<file path="src/inc/clk_startup_pkg.sv">
/*
 Package for the clock source and start-up sequencer: source codes,
 start-up field codes, delay counts and the selection carrier.
 Assumes a 125 MHz block clock and separate oscillator clock ticks.
*/
package clk_startup_pkg;

    // ------------------------------------------------------------
    // Source selection codes
    // ------------------------------------------------------------
    localparam logic [3:0] SRC_RC_8M = 4'h2;
    localparam logic [3:0] SRC_WDOG_128K = 4'h3;
    localparam logic [2:0] XTAL_MODE_MIN = 3'h4;
    localparam logic [3:0] SRC_FACTORY_DEFAULT = 4'h2;
    localparam logic [1:0] SUT_FACTORY_DEFAULT = 2'h2;

    // ------------------------------------------------------------
    // Start-up field codes
    // ------------------------------------------------------------
    localparam logic [1:0] SUT_00 = 2'h0;
    localparam logic [1:0] SUT_01 = 2'h1;
    localparam logic [1:0] SUT_10 = 2'h2;
    localparam logic [1:0] SUT_11 = 2'h3;

    // ------------------------------------------------------------
    // Oscillator clock counts
    // ------------------------------------------------------------
    localparam logic [14:0] CK_6 = 15'h0006;
    localparam logic [14:0] CK_258 = 15'h0102;
    localparam logic [14:0] CK_1K = 15'h0400;
    localparam logic [14:0] CK_16K = 15'h4000;
    localparam logic [14:0] CK_RST_14 = 15'h000E;

    // Reset time-out in watchdog cycles
    localparam logic [13:0] WD_NONE = 14'h0000;
    localparam logic [13:0] WD_4MS1 = 14'h0200;
    localparam logic [13:0] WD_65MS = 14'h2000;

    // Amplifier modes for the crystal oscillator
    typedef enum logic [1:0] {
        AMP_0P4_0P9 = 2'h0,
        AMP_0P9_3P0 = 2'h1,
        AMP_3P0_8P0 = 2'h2,
        AMP_8P0_16P0 = 2'h3
    } amp_mode_t;

    // Clock selection register contents
    typedef struct packed {
        logic [3:0] src_select_field;
        logic [1:0] startup_field;
    } clk_sel_t;

    // Decoded start-up plan
    typedef struct packed {
        logic [14:0] osc_clocks;
        logic [13:0] wd_cycles;
        logic legal;
    } startup_plan_t;

endpackage

</file>
<file path="src/clock_source_startup_select.sv">
/*
 Clock source selection and start-up sequencer. Holds the trim and
 clock selection registers, decodes the start-up table and times the
 start-up on oscillator and watchdog clock ticks, then releases the
 system clock. Assumes the tick inputs come from other oscillators and
 are synchronised here; fuses are stable while arst_n is low.
*/
// How it works
// - Each reset loads the factory trim value into the trim register.
// - Software may write the trim register and the RC trim output follows it.
// - Reset time-outs are always counted on watchdog ticks, whatever source runs.
// - Code 0010 picks the 8 MHz RC oscillator and is the factory default.
// - RC start-up gives 6 clocks from power-down and 6+14, 6+14+4.1ms or 6+14+65ms from reset; 11 is reserved.
// - The 128 kHz source uses the same table as the RC source; 11 is reserved.
// - The setting without reset time-out is refused while the reset pin is disabled.
// - For the crystal, selection bits 2 and 1 set the amplifier range.
// - Crystal with bit 0 clear: 258+4.1ms, 258+65ms, 1K+0, 1K+4.1ms, each plus 14 clocks.
// - Crystal with bit 0 set: 1K+65ms, 16K+0, 16K+4.1ms, 16K+65ms, each plus 14 clocks.
// - Crystal timing is chosen by selection bit 0 and both start-up bits.
// - Reset copies the fuses into the clock selection register, which then governs.
// - 4.1ms is 512 watchdog cycles and 65ms is 8192.
`timescale 1ns/1ps
module clock_source_startup_select
    import clk_startup_pkg::*;
#(
    parameter int TRIM_W = 8,
    parameter logic [13:0] WD_4MS1_CYC = WD_4MS1,
    parameter logic [13:0] WD_65MS_CYC = WD_65MS
) (
    // Clock and reset
    input wire logic clock,
    input wire logic arst_n,
    // Fuses
    input wire logic [3:0] src_select_fuses,
    input wire logic [1:0] startup_fuses,
    input wire logic reset_pin_disable_fuse,
    input wire logic [TRIM_W-1:0] factory_trim,
    // Software writes
    input wire logic trim_wr,
    input wire logic [TRIM_W-1:0] trim_wdata,
    input wire logic sel_wr,
    input wire clk_sel_t sel_wdata,
    // Wake request and oscillator ticks from other domains
    input wire logic wake_req,
    input wire logic osc_tick,
    input wire logic wd_tick,
    // Outputs
    output logic [TRIM_W-1:0] osc_trim_reg,
    output clk_sel_t clock_select_reg,
    output logic [3:0] src_enable,
    output amp_mode_t amp_mode,
    output logic setting_refused,
    output logic sys_clk_release
);

    // ------------------------------------------------------------
    // Tick synchronisers
    // ------------------------------------------------------------
    typedef enum logic [1:0] {
        ST_LOAD = 2'b00,
        ST_OSC = 2'b01,
        ST_WD = 2'b11,
        ST_RUN = 2'b10
    } seq_state_t;

    logic [2:0] osc_sync_r;
    logic [2:0] wd_sync_r;
    logic [2:0] wake_sync_r;
    logic osc_prev_r;
    logic wd_prev_r;
    logic wake_prev_r;
    logic osc_lvl_r;
    logic wd_lvl_r;
    logic wake_lvl_r;

    // Level counts once stages two and three agree
    always_ff @(posedge clock or negedge arst_n) begin
        if (!arst_n) begin
            osc_sync_r <= 3'h0;
            wd_sync_r <= 3'h0;
            wake_sync_r <= 3'h0;
            osc_lvl_r <= 1'b0;
            wd_lvl_r <= 1'b0;
            wake_lvl_r <= 1'b0;
            osc_prev_r <= 1'b0;
            wd_prev_r <= 1'b0;
            wake_prev_r <= 1'b0;
        end else begin
            osc_sync_r <= {osc_sync_r[1:0], osc_tick};
            wd_sync_r <= {wd_sync_r[1:0], wd_tick};
            wake_sync_r <= {wake_sync_r[1:0], wake_req};
            if (osc_sync_r[1] == osc_sync_r[2]) osc_lvl_r <= osc_sync_r[2];
            if (wd_sync_r[1] == wd_sync_r[2]) wd_lvl_r <= wd_sync_r[2];
            if (wake_sync_r[1] == wake_sync_r[2]) wake_lvl_r <= wake_sync_r[2];
            osc_prev_r <= osc_lvl_r;
            wd_prev_r <= wd_lvl_r;
            wake_prev_r <= wake_lvl_r;
        end
    end

    wire osc_edge = osc_lvl_r & ~osc_prev_r;
    wire wd_edge = wd_lvl_r & ~wd_prev_r;
    wire wake_edge = wake_lvl_r & ~wake_prev_r;

    // ------------------------------------------------------------
    // Registers
    // ------------------------------------------------------------
    seq_state_t state_r;
    seq_state_t state_nxt;
    logic from_reset_r;
    logic [14:0] osc_cnt_r;
    logic [13:0] wd_cnt_r;
    logic trim_loaded_r;
    startup_plan_t plan_cur;
    startup_plan_t plan_wr;
    startup_plan_t plan_fuse;

    // Trim: factory value after reset, software may override
    always_ff @(posedge clock or negedge arst_n) begin
        if (!arst_n) begin
            osc_trim_reg <= '0;
            trim_loaded_r <= 1'b0;
        end else if (!trim_loaded_r) begin
            osc_trim_reg <= factory_trim;
            trim_loaded_r <= 1'b1;
        end else if (trim_wr) begin
            osc_trim_reg <= trim_wdata;
        end
    end

    // Fuse copy in the first cycle after reset, then software owns it
    always_ff @(posedge clock or negedge arst_n) begin
        if (!arst_n) begin
            clock_select_reg <= '{src_select_field: SRC_FACTORY_DEFAULT, startup_field: SUT_FACTORY_DEFAULT};
        end else if (state_r == ST_LOAD) begin
            clock_select_reg <= '{src_select_field: src_select_fuses, startup_field: startup_fuses};
        end else if (sel_wr && !plan_wr.legal) begin
            clock_select_reg <= clock_select_reg;
        end else if (sel_wr) begin
            clock_select_reg <= sel_wdata;
        end
    end

    // ------------------------------------------------------------
    // Start-up table decode
    // ------------------------------------------------------------
    function automatic startup_plan_t decode(input clk_sel_t s, input logic rst_dis);
        startup_plan_t p;
        logic [2:0] key;
        p = '{osc_clocks: CK_6, wd_cycles: WD_NONE, legal: 1'b1};
        key = {s.src_select_field[0], s.startup_field};
        if (s.src_select_field == SRC_RC_8M || s.src_select_field == SRC_WDOG_128K) begin
            unique case (s.startup_field)
                SUT_00: p.legal = !rst_dis;
                SUT_01: p.wd_cycles = WD_4MS1_CYC;
                SUT_10: p.wd_cycles = WD_65MS_CYC;
                SUT_11: p.legal = 1'b0;
            endcase
        end else if (s.src_select_field[3:1] >= XTAL_MODE_MIN) begin
            unique case (key)
                3'h0: begin p.osc_clocks = CK_258; p.wd_cycles = WD_4MS1_CYC; end
                3'h1: begin p.osc_clocks = CK_258; p.wd_cycles = WD_65MS_CYC; end
                3'h2: begin p.osc_clocks = CK_1K; p.legal = !rst_dis; end
                3'h3: begin p.osc_clocks = CK_1K; p.wd_cycles = WD_4MS1_CYC; end
                3'h4: begin p.osc_clocks = CK_1K; p.wd_cycles = WD_65MS_CYC; end
                3'h5: begin p.osc_clocks = CK_16K; p.legal = !rst_dis; end
                3'h6: begin p.osc_clocks = CK_16K; p.wd_cycles = WD_4MS1_CYC; end
                3'h7: begin p.osc_clocks = CK_16K; p.wd_cycles = WD_65MS_CYC; end
            endcase
        end else begin
            p.legal = 1'b0;
        end
        return p;
    endfunction

    assign plan_cur = decode(clock_select_reg, reset_pin_disable_fuse);
    assign plan_wr = decode(sel_wdata, reset_pin_disable_fuse);
    assign plan_fuse = decode('{src_select_field: src_select_fuses, startup_field: startup_fuses},
        reset_pin_disable_fuse);

    // Source enables and amplifier mode
    assign src_enable = {plan_cur.legal && clock_select_reg.src_select_field[3],
        1'b0,
        clock_select_reg.src_select_field == SRC_WDOG_128K,
        clock_select_reg.src_select_field == SRC_RC_8M};
    assign amp_mode = amp_mode_t'(clock_select_reg.src_select_field[2:1]);

    // ------------------------------------------------------------
    // Start-up sequencer
    // ------------------------------------------------------------
    wire osc_done = (osc_cnt_r == 15'h0000);
    wire wd_done = (wd_cnt_r == 14'h0000);

    // Hold until oscillator count, then watchdog time-out
    always_comb begin
        state_nxt = state_r;
        unique case (state_r)
            ST_LOAD: state_nxt = ST_OSC;
            ST_OSC: if (osc_done) state_nxt = (from_reset_r && !wd_done) ? ST_WD : ST_RUN;
            ST_WD: if (wd_done) state_nxt = ST_RUN;
            ST_RUN: if (wake_edge) state_nxt = ST_OSC;
        endcase
    end

    always_ff @(posedge clock or negedge arst_n) begin
        if (!arst_n) begin
            state_r <= ST_LOAD;
            from_reset_r <= 1'b1;
            osc_cnt_r <= 15'h0000;
            wd_cnt_r <= 14'h0000;
            setting_refused <= 1'b0;
        end else begin
            state_r <= state_nxt;
            setting_refused <= (state_r == ST_LOAD) ? !plan_fuse.legal : (sel_wr && !plan_wr.legal);
            if (state_r == ST_LOAD) begin
                from_reset_r <= 1'b1;
                osc_cnt_r <= plan_fuse.osc_clocks + (plan_fuse.legal ? CK_RST_14 : 15'h0000);
                wd_cnt_r <= plan_fuse.wd_cycles;
            end else if (state_r == ST_RUN && wake_edge) begin
                from_reset_r <= 1'b0;
                osc_cnt_r <= plan_cur.osc_clocks;
                wd_cnt_r <= WD_NONE;
            end else if (state_r == ST_OSC && !osc_done && osc_edge) begin
                osc_cnt_r <= osc_cnt_r - 15'h0001;
            end else if (state_r == ST_WD && !wd_done && wd_edge) begin
                wd_cnt_r <= wd_cnt_r - 14'h0001;
            end
        end
    end

    assign sys_clk_release = (state_r == ST_RUN);

endmodule

</file>
<file path="config.mk">
export PLATFORM = sky130hd
export DESIGN_NAME = clock_source_startup_select
export DESIGN_NICKNAME = d
export VERILOG_FILES = /design/src/inc/clk_startup_pkg.sv /design/src/clock_source_startup_select.sv
export SDC_FILE = /design/constraint.sdc
export NUM_CORES = 1
export LEC_CHECK = 0
export BUFFER_PORTS_ARGS = -buffer_cell sky130_fd_sc_hd__clkbuf_2
export CAP_MARGIN = 20
export CORE_MARGIN = 1.5
export CORE_UTILIZATION = 38
export DETAILED_ROUTE_END_ITERATION = 16
export GPL_TIMING_DRIVEN = 0
export PLACE_DENSITY_LB_ADDON = 0.1
export SLEW_MARGIN = 10
export SYNTH_ARGS = -nofsm -noshare
export SYNTH_HDL_FRONTEND = slang
export SYNTH_SLANG_ARGS = --single-unit
</file>
<file path="constraint.sdc">
create_clock -name clock -period 4.29 [get_ports clock]
set_input_delay 0.6435 -clock clock [delete_from_list [all_inputs] [get_ports clock]]
set_output_delay 0.6435 -clock clock [all_outputs]
set_load 0.05 [all_outputs]
</file>
# After elaboration in Yosys (flattened, before gate mapping)
# Cells that the tools add are included.
# Widths: inputs -> output; s select.
word_totals:
  ff_bits: 63
  in_bits: 36
  out_inout_bits: 22
  wordCells: 155
op_classes:
  addsub: 3
  magnitude_cmp: 3
  n_eq_ne: 39
  mux: 42
  bitwise_logic: 6
  reduce_logical: 44
ops:
  columns: ["op", "n"]
  rows:
  - ["$mux 15", 6]
  - ["$pmux 15 s3", 2]
  - ["$pmux 14 s2", 3]
  - ["$mux 29", 2]
  - ["$mux 14", 4]
  - ["$eq 3x3->1 const B", 9]
  - ["$eq 4x2->1 const B", 6]
  - ["$reduce_or 3->1", 8]
  - ["$mux 6", 3]
  - ["$mux 8", 2]
  - ["$add 15x4->15", 1]
  - ["$eq 3x2->1 const B", 5]
  - ["$logic_not 15->1", 1]
  - ["$sub 15x1->15 const B", 1]
  - ["$logic_not 14->1", 1]
  - ["$sub 14x1->14 const B", 1]
  - ["$eq 2x2->1 const B", 6]
  - ["$mux 1", 12]
  - ["$reduce_or 2->1", 5]
  - ["$ge 3x3->1 const B", 3]
  - ["$logic_and 1x1->1", 8]
  - ["$logic_not 2->1", 4]
  - ["$ne 2x2->1 const B", 4]
  - ["$pmux 2 s4", 1]
  - ["other kinds (17)", 39]

# Logic depth before layout (Yosys ltp)
# Gate-level depths: netlist of the first run.
logic_depth:
  word_depth: 9
  depth_mapped: 9

# Worst setup path before layout of the first run
# No wires, ideal clock.
synth_timing:
  kind: "register to output"
  startpoint: "reg clock_select_reg, in the netlist amp_mode[0]"
  endpoint: "out src_enable[0]"
  t_arrival_ns: 2.358
  slack_ns: 1.289
  path_stages_with_launch: 2
  n_path_buf: 0
  path_cell_list: "dfstp_2 -> nor4b_1"
synth_via:
  elab_chain_len: 1
synth_lines:
  columns: ["item", "line", "source"]
  rows:
  - ["start: declaration", "clock_source_startup_select.sv:49", "output clk_sel_t clock_select_reg,"]
  - ["start signal: assignment", "clock_source_startup_select.sv:134", "clock_select_reg <= '{src_select_field: SRC_FACTORY_DEFAULT, startup_field: SUT_FACTORY_DEFAULT};"]
  - ["start signal: assignment", "clock_source_startup_select.sv:136", "clock_select_reg <= '{src_select_field: src_select_fuses, startup_field: startup_fuses};"]
  - ["start signal: assignment", "clock_source_startup_select.sv:138", "clock_select_reg <= clock_select_reg;"]
  - ["$eq 4x2->1", "clock_source_startup_select.sv:185", "clock_select_reg.src_select_field == SRC_RC_8M};"]
  - ["end: declaration", "clock_source_startup_select.sv:50", "output logic [3:0] src_enable,"]
# Every way passes these cells.

# Worst setup path after layout of the first run
layout_timing:
  startpoint: "in src_select_fuses[3]"
  endpoint: "reg osc_cnt_r[2]"
layout_via:
  elab_chain_len: 6
layout_lines:
  columns: ["item", "line", "source"]
  rows:
  - ["start: declaration", "clock_source_startup_select.sv:34", "input wire logic [3:0] src_select_fuses,"]
  - ["$ge 3x3->1 / $eq 4x2->1 (equally long branches)", "clock_source_startup_select.sv:159, clock_source_startup_select.sv:152", null]
  - ["$mux 1 / $logic_or 1x1->1 (equally long branches)", "clock_source_startup_select.sv:159, clock_source_startup_select.sv:152", null]
  - ["$mux 15", "clock_source_startup_select.sv:152", "if (s.src_select_field == SRC_RC_8M || s.src_select_field == SRC_WDOG_128K) begin"]
  - ["$mux 4", "clock_source_startup_select.sv:217", "osc_cnt_r <= plan_fuse.osc_clocks + (plan_fuse.legal ? CK_RST_14 : 15'h0000);"]
  - ["$add 15x4->15 *", "clock_source_startup_select.sv:217", null]
  - ["$mux 15 *", "clock_source_startup_select.sv:215", "if (state_r == ST_LOAD) begin"]
  - ["end signal: assignment", "clock_source_startup_select.sv:217", null]
  - ["end signal: assignment", "clock_source_startup_select.sv:221", "osc_cnt_r <= plan_cur.osc_clocks;"]
  - ["end signal: assignment", "clock_source_startup_select.sv:224", "osc_cnt_r <= osc_cnt_r - 15'h0001;"]
  - ["end: declaration", "clock_source_startup_select.sv:111", "logic [14:0] osc_cnt_r;"]
# Mark *: on every way between the ends. The rest lies on a longest branch, timed or not.
# A chain may end at the register's enable or synchronous reset.

==> results of run 1 <==
==> final cells by class <==
type	count	area (um2)	area share
sequential	63	1580	0.397
buffer	19	88.8	0.0223
clock buffer	11	131	0.0330
timing repair buffer	54	295	0.0742
clock inverter	5	50.0	0.0126
tap	108	135	0.0340
inverter	9	33.8	0.00849
multi-input combinational	253	1670	0.418
==> kinds of logic after synthesis <==
group | count (synthesis)
other | 2
adders and majority gates | 9
muxes | 20
DFF | 63
AOI/OAI and AO/OA | 73
buffers and inverters | 28
xor gates and xnor gates | 11
and+or+nand+nor | 138
==> metal layers <==
metal / vias to the layer above / track usage / routed length (um)
met3: 6 / 0.0453 / 304
met4: 0 / 0.0557 / 68
li1: 1378 / - / -
met2: 65 / 0.257 / 3330
met5: - / 0 / 0
met1: 1272 / 0.228 / 3600
==> cell usage in the layout (no fill, tap or decap), drive strengths merged, types with 2 or more instances in the layout <==
cell     count
and3         2
clkinv       4
mux2i       19
dfstp        3
xor2         6
nor4bb       3
nor4         7
nor3b        3
nor2        43
a31oi        3
nand2       17
maj3         3
o21ai       13
o22a         3
nor3        11
or4          7
nand2b       4
dfrtp       60
o31ai        3
ha           5
o22ai        3
a21boi       2
o21a         2
or2          5
a21oi       26
o41ai        2
clkbuf      76
nand4        6
o211ai       3
xnor2        5
nor2b        6
conb         2
nand3       10
a2bb2oi      3
buf          8
or3          5
inv          9
==> where the power goes <==
group	switching, mW	internal (mW)	total, mW
clock network	0.226	0.265	0.490
logic	0.603	0.359	0.962
registers	0.179	0.759	0.937
total	1.01	1.38	2.39
==> metrics by stage <==
| step | cell area [um2] | hold slack, ns |
|---|---|---|
| final | 3980 | 0.185 |
| after global routing | 3980 | 0.175 |
| after CTS | 3980 | 0.172 |
| after detailed placement | 3800 | 0.335 |
| after global placement | 3770 | 0.333 |
| after floorplan | 3370 | 0.331 |
==> critical path: cells and delay by family <==
kind	cells	cell delay [ns]
adder cells (fa/ha/maj)	2	0.75
AO/OA/AOI/OAI	3	1.03
AND/OR/NAND/NOR	1	0.08
buffers and inverters	3	0.64
==> worst max path at each step <==
stage | start | to | slack (ns) | cells past startpoint
2_1_floorplan | amp_mode[0] | src_enable[0] | 1.29 | 1
3_3_place_gp | src_select_fuses[3] | osc_cnt_r[2] | 1.01 | 9
3_5_place_dp | src_select_fuses[3] | osc_cnt_r[2] | 1.03 | 9
4_1_cts | src_select_fuses[3] | osc_cnt_r[2] | 1.37 | 9
5_1_grt | src_select_fuses[3] | osc_cnt_r[2] | 1.13 | 9
6_report | src_select_fuses[3] | osc_cnt_r[2] | 1.36 | 9
==> flow_results.org, run 1 <==
** Logic synthesis
- Among all flip-flop cells after synthesis, the most frequent one is sky130_fd_sc_hd__dfrtp_1.
- Most area-hungry cell type in the Yosys netlist :: sky130_fd_sc_hd__dfrtp_1
- In the synthesized netlist the async set-or-reset flop fraction comes to 1.00.
- Sequential share of the synthesized area :: 0.469
- Of the total synthesized cell area, the portion taken by XOR and XNOR cells is 0.0286.
- When the netlist entered floorplanning its net count stood at 386.
- The share of the synthesized area in compound gates (AO/OA/AOI/OAI) came to 0.142.
- Adder-Cell Fraction of Synth Area :: 0.0334
- Counting distinct cell types in the post-synthesis netlist gives 66.
- Sorting the synthesized cells by how often they occur yields sky130_fd_sc_hd__dfrtp_1, sky130_fd_sc_hd__nor2_1, sky130_fd_sc_hd__a21oi_1.
- By instance count, the leading cell after synthesis is sky130_fd_sc_hd__dfrtp_1.
- Share of Yosys cell area claimed by the top area cell type :: 0.446
- Simple-gate portion of the synthesized area :: 0.228
- Synthesis inferred 63 register bits.
- Synthesized netlist cell count :: around 340
- In this run, synthesis inferred 0 flip-flops with an integrated enable.
- Count of synthesis-stage warnings from yosys :: 0
- By area, the combinational part of the netlist is dominated by simple AND/OR/NAND/NOR gates.
- Main area contributors after synthesis :: sky130_fd_sc_hd__dfrtp_1, sky130_fd_sc_hd__mux2i_1, sky130_fd_sc_hd__nor2_1, sky130_fd_sc_hd__a21oi_1, sky130_fd_sc_hd__dfstp_2
- Dividing the synthesized area by the synthesized cell count gives ~9.8 um2.
- After synthesis, the share of cell area in mux cells is 0.0598.
- In this run the cell area of the synthesized design comes to ~3400 um2.

** Floorplan
- The floorplan step set the die width to ~100 um.
- In this run the core area contains 34 standard-cell rows.
- Measured along the y axis, the die boundary spans 97.1 um.
- Area of the core :: approximately 8600 um2
- 58 I/O pins were placed.
- Area of the die :: ~9400 um2
- Starting utilization of the core area :: 0.390

** Worst setup path
- Depth of the most critical reg-to-reg path :: 8
- At the worst endpoint, the required time is 4.49 ns.
- Type of element capturing the critical path :: register
- Reg2Reg Capture Point :: wd_cnt_r[9]
- The worst register-to-register path begins at wd_cnt_r[0].
- At the worst endpoint, the arrival time is roughly 3.1 ns.
- The largest single stage delay on the critical path is around 0.8 ns.
- The worst setup path is launched from a primary input.
- Worst setup slack for register-to-register paths :: ~2.1 ns
- Maximum net fanout on the critical path :: 10
- Among all stages on the critical path, the largest delay is contributed by sky130_fd_sc_hd__a311oi_1.
- Series of cell instances along the critical path :: clkbuf_2, clkbuf_1, inv_1, o21a_1, a311oi_1, ha_1, fa_1, nand2_1, a31oi_1
- Critical path class :: primary input to register

** Cells and area
- Of the cells placed in the final design, the portion with a size suffix greater than 1 is 0.234.
- Final Util :: 0.461
- Count of filler cells inserted in the layout :: 850
- The finished layout holds between 500 and 600 standard cells, fillers aside.
- From synthesis to final layout, the design area changed by 18.2%.
- The register with the most flip-flops in the layout has 15 of them.
- Post-layout net count :: 451
- Antenna cell count :: 0

** Clocking
- The clock tree synthesis step divided the H-tree into 3 levels.
- Total clock sinks :: 63
- Post-CTS Setup Repair Bufs :: 0
- Latest clock arrival within the worst-skew pair :: 0.33 ns
- CTS clk-pin slew, worst paths :: 0.07 ns
- TritonCTS buffer count :: 9
- CTS max path bufs :: 2
- Clock root buffer :: sky130_fd_sc_hd__clkbuf_8
- CTS tree :: done
- Resized cells post-CTS :: 0
- Hold repair after CTS inserted 0 buffers.

** Place
- Total half-perimeter wirelength after legalization and detailed placement :: 5340 um
- Port buffering added 53 buffers.
- Final weighted congestion in routability-driven placement :: around 0.79
- Count of placed standard cells including taps :: ~510
- Post-Place Worst Slack :: 1.03 ns

** Route
- After detailed routing, the total wire length is between 7000 and 8000 um.
- Number of detailed-route iterations in the first pass :: 4
- Violation count after the first detailed-route iteration :: between 150 and 200
- Per-cell via count in the routed design :: ~5.2
- Once detail routing completed, the nets flagged for antenna violations numbered 0.
- Wirelength per Cell :: between 10 and 15 um
- For this block, the via count after detailed routing is about 2700.
- For this run, design rule violations remaining after detail routing come to 0.

** Power and ir drop
- For this design the static power due to leakage is around 1.8 nW.
- Across the VDD grid, the largest voltage drop is approximately 0.28 mV.
- Power Total :: between 2 and 2.5 mW
- In this run the power density over the cells is roughly 600 nW/um2.

** Timing
- Clock period minus worst slack :: slightly below 3 ns
- Post-Route Skew :: about 0.011 ns
- The max-slew violation total from the final report is 0.
- Headroom to the max-slew limit came out at 0.286.
- Final setup fails :: 0
- For the pin with the worst max-slew slack, the measured transition is around 1.1 ns.
- Adding up every negative setup slack in the final design gives 0 ns.
- Setup repair after global routing left no endpoint under its margin.
- In the finished design, the share of the clock period the worst path needs comes to 0.684.
- The final-report hold violation count was 0.
- Max Fclk :: approximately 340 MHz
- Once routing completed, OpenROAD measured the worst setup slack at 1.36 ns.

** Run
- The tool flagged a number of max-cap violations equal to 0.

** Global routing
- The number of global-route vias before repair was between 2000 and 3000.
- Global routing finished with a remaining overflow of 0.
- Entering global routing, the biggest net connects between 50 and 60 pins.
- Wire length of the first global-routing pass :: 12900 um
- Global Route Usage Sum :: 0.167
- Number of antenna violations at the first check in global routing :: 0

** Status
- Status :: finished clean

** Worst hold path
- The worst hold path belongs to the class primary input to async pin.
(Power assumes the default switching activity.)
==> inputs of run 2 (changes only) <==
Clock period 4.29 ns to 2.4 ns, I/O delays scaled along.
==> flow_results.org, run 2 (synthesis gave the netlist of run 1 again) <==
** Timing
- The worst relative slew slack was 0.533 (+0.247).
- The max-slew violation total from the final report came to 0 (unchanged).
- The worst setup margin came to 0.169 ns (-1.19 ns).
- Hold Vio Cnt, Final :: 0 (unchanged)
- Timing would allow up to between 400 and 500 MHz.
- The setup total negative slack came to 0 ns (unchanged).
- Pin slew with the least headroom to its limit :: 0.699 ns (-0.365 ns)
- The worst path in the final design needs a cycle of roughly 2.2 ns, including I/O delays and setup.
- Setup repair after global routing missed its margin :: no
- The maximum clock skew at final layout came to 0.00718 ns (-0.00378 ns).
- Final setup fails :: 0 (unchanged)
- Of the available clock period, the critical path in the final layout requires 0.930.

** Global routing
- The all-layer global routing usage came to 0.174 (+0.00757).
- The residual overflow from global routing was 0 (unchanged).
- The pin count of the biggest net entering global routing was 34 (-35%).
- The number of antenna violations at the first check in global routing was 0 (unchanged).
- Wire length of the first global-routing pass :: 13400 um (+4.1%)
- The number of global-route vias before repair is 2767 (+4.2%).

** Cells and area
- The share of the core filled with cells was 0.470 (+0.00869).
- Most common cell after layout, fill and taps aside :: sky130_fd_sc_hd__dfrtp_1
- Share of layout cells above drive strength 1 :: 0.245 (+0.0103)
- Commonest cells after routing, fill and taps aside :: sky130_fd_sc_hd__dfrtp_1, sky130_fd_sc_hd__clkbuf_2, sky130_fd_sc_hd__nor2_1
- The number of inserted diodes came to 0 (unchanged).
- Number of flip-flops in the largest register :: 15 (unchanged)
- From synthesis to final layout, the design area changed by 20.4%.
- Post-layout net count :: 452 (+0.22%)

** Clocking
- The tree is rooted in a sky130_fd_sc_hd__clkbuf_8.
- TritonCTS buffer count :: 9 (unchanged)
- The H-tree level count is 3 (unchanged).
- CTS max path bufs :: 2 (unchanged)
- The total clock sinks came to 63 (unchanged).
- CTS tree :: done
- CTS clk-pin slew, worst paths :: 0.07 ns (about the same)
- Post-CTS Setup Repair Bufs :: 0 (unchanged)
- Latest clock arrival within the worst-skew pair :: 0.34 ns (about the same)

** Worst setup path
- The critical path data arrival time is 2.44 ns (-0.70 ns).
- Cell at the slowest stage of the critical path :: sky130_fd_sc_hd__fa_1
- The critical path is of the primary input to register type.
- Required time worst endpoint :: 2.61 ns (-1.88 ns)
- In this run the critical register-to-register path is launched from osc_cnt_r[0].
- Traced cell by cell, the critical path runs through clkbuf_2, clkbuf_1, inv_1, o21a_1, a311oi_4, ha_1, fa_1, nand2_1, a31oi_1.
- The stage delay of the slowest cell on the critical path is 0.42 ns (-0.39 ns).
- STA classifies the critical path startpoint as a primary input.
- Type of element capturing the critical path :: register
- Worst path bufs/invs :: 3 (unchanged)
- Grouping stages by cell kind, the critical path spends the most delay in adder cells.
- The maximum fanout encountered on the critical timing path was 10 (unchanged).
- Worst setup startpoint :: src_select_fuses[3]

** Power and ir drop
- Power Total :: 4.50 mW (+88%)
- Leakage :: 1.84 nW (+1.1%)
- Power per cell area :: 1110 nW/um2 (+85%)
- IR Drop Worst-Case VDD :: 0.417 mV (+47%)

** Route
- Overall via count from detail_route :: 2799 (+2.9%)
- The initial detailed-routing violation count came to 85 (-47%).
- The remaining routing DRC violations was 0 (unchanged).
- Wirelength per Cell :: 15.0 um (+7.2%)
- Number of routed nets with antenna violations :: 0 (unchanged)
- Wire length after detailed routing :: 7820 um (+7.0%)
- The via density per instance came to 5.37 (+3.1%).
- Number of detailed-route iterations in the first pass :: 4 (unchanged)

** Floorplan
- The vertical extent of the die was 97.1 um (unchanged).
- The area of the die was 9440 um2 (unchanged).
- The width of the die is 97.1 um (unchanged).
- Starting utilization of the core area :: 0.390 (unchanged)
- The core outline area is 8640 um2 (unchanged).
- The top-level port count was 58 (unchanged).
- Std-Cell Rows :: 34 (unchanged)

** Place
- The worst-case setup slack after placement is -0.282 ns (-1.32 ns).
- The placer congestion estimate was 0.773 (-2.4%).
- Total half-perimeter wirelength after legalization and detailed placement :: 5550 um (+3.9%)
- Buffers added on ports :: 53 (unchanged)

** Worst hold path
- Path class of the lowest-slack min-delay path :: primary input to register
- Source of the worst hold timing path :: wd_tick

** Status
- Status :: finished clean

** Run
- MaxCap Viol Count :: 0 (unchanged)
## run 2: metal layers
layer | vias up | wire [um] | GRT usage | share of wire
met5 | - | 0 | 0 | 0
met4 | 0 | 104 | 0.0624 | 0.013
met3 | 7 | 274 | 0.0417 | 0.035
met2 | 58 | 3680 | 0.280 | 0.47
met1 | 1357 | 3760 | 0.230 | 0.48
li1 | 1377 | - | - | -
## run 2: stage by stage
| stage | cells | hold WS, ns | area (um2) |
|---|---|---|---|
| after floorplan | 344 | 0.0644 | 3390 |
| final | 521 | 0.126 | 4060 |
| after global placement | 505 | 0.332 | 3790 |
| after global routing | 521 | 0.0975 | 4060 |
| after detailed placement | 506 | 0.335 | 3810 |
| after CTS | 521 | 0.107 | 4040 |
## run 2: area by class of cell
cell class,instances,area [um2]
fillers,852,4580
well taps,108,135
clock buffers,11,151
inverters,9,33.8
multi-input cells,253,1700
plain buffers,19,88.8
repair buffers,55,298
clock inverters,3,67.6
flip-flops and latches,63,1580
## run 2: power breakdown
part / internal [mW] / leakage (nW) / switching (mW)
registers: 1.36 / 0.767 / 0.339
clock network: 0.630 / 0.108 / 0.413
logic: 0.658 / 0.965 / 1.10
total: 2.64 / 1.84 / 1.85
## run 2: final timing paths
| path | end | slack [ns] | cells past startpoint |
|---|---|---|---|
| worst max-delay path | osc_cnt_r[2] | 0.17 | 9 |
| worst min-delay path | wd_sync_r[0] | 0.13 | 1 |
| worst max register to register | osc_cnt_r[10] | 0.19 | 7 |
| worst min register to register | wake_sync_r[1] | 0.34 | 0 |
| max in group asynchronous | from_reset_r | 1.26 | 3 |
| min in group asynchronous | clock_select_reg[2] | 0.52 | 2 |
## run 2: worst register-to-register path: cells and delay by family (launching register included)
kind	cells	cell delay, ns
flip-flops	1	0.42
AO/OA/AOI/OAI	3	0.51
adder cells (fa/ha/maj)	1	0.20
AND/OR/NAND/NOR	2	0.89
buffers and inverters	1	0.08
## run 2: repair_timing
| item | 4_1_cts | 5_1_grt |
|---|---|---|
| gates resized for setup | 0 | 2 |
| setup endpoints to repair | 0 | 9 |
| hold endpoints to repair | 8 | 0 |
| hold buffers | 1 | 0 |
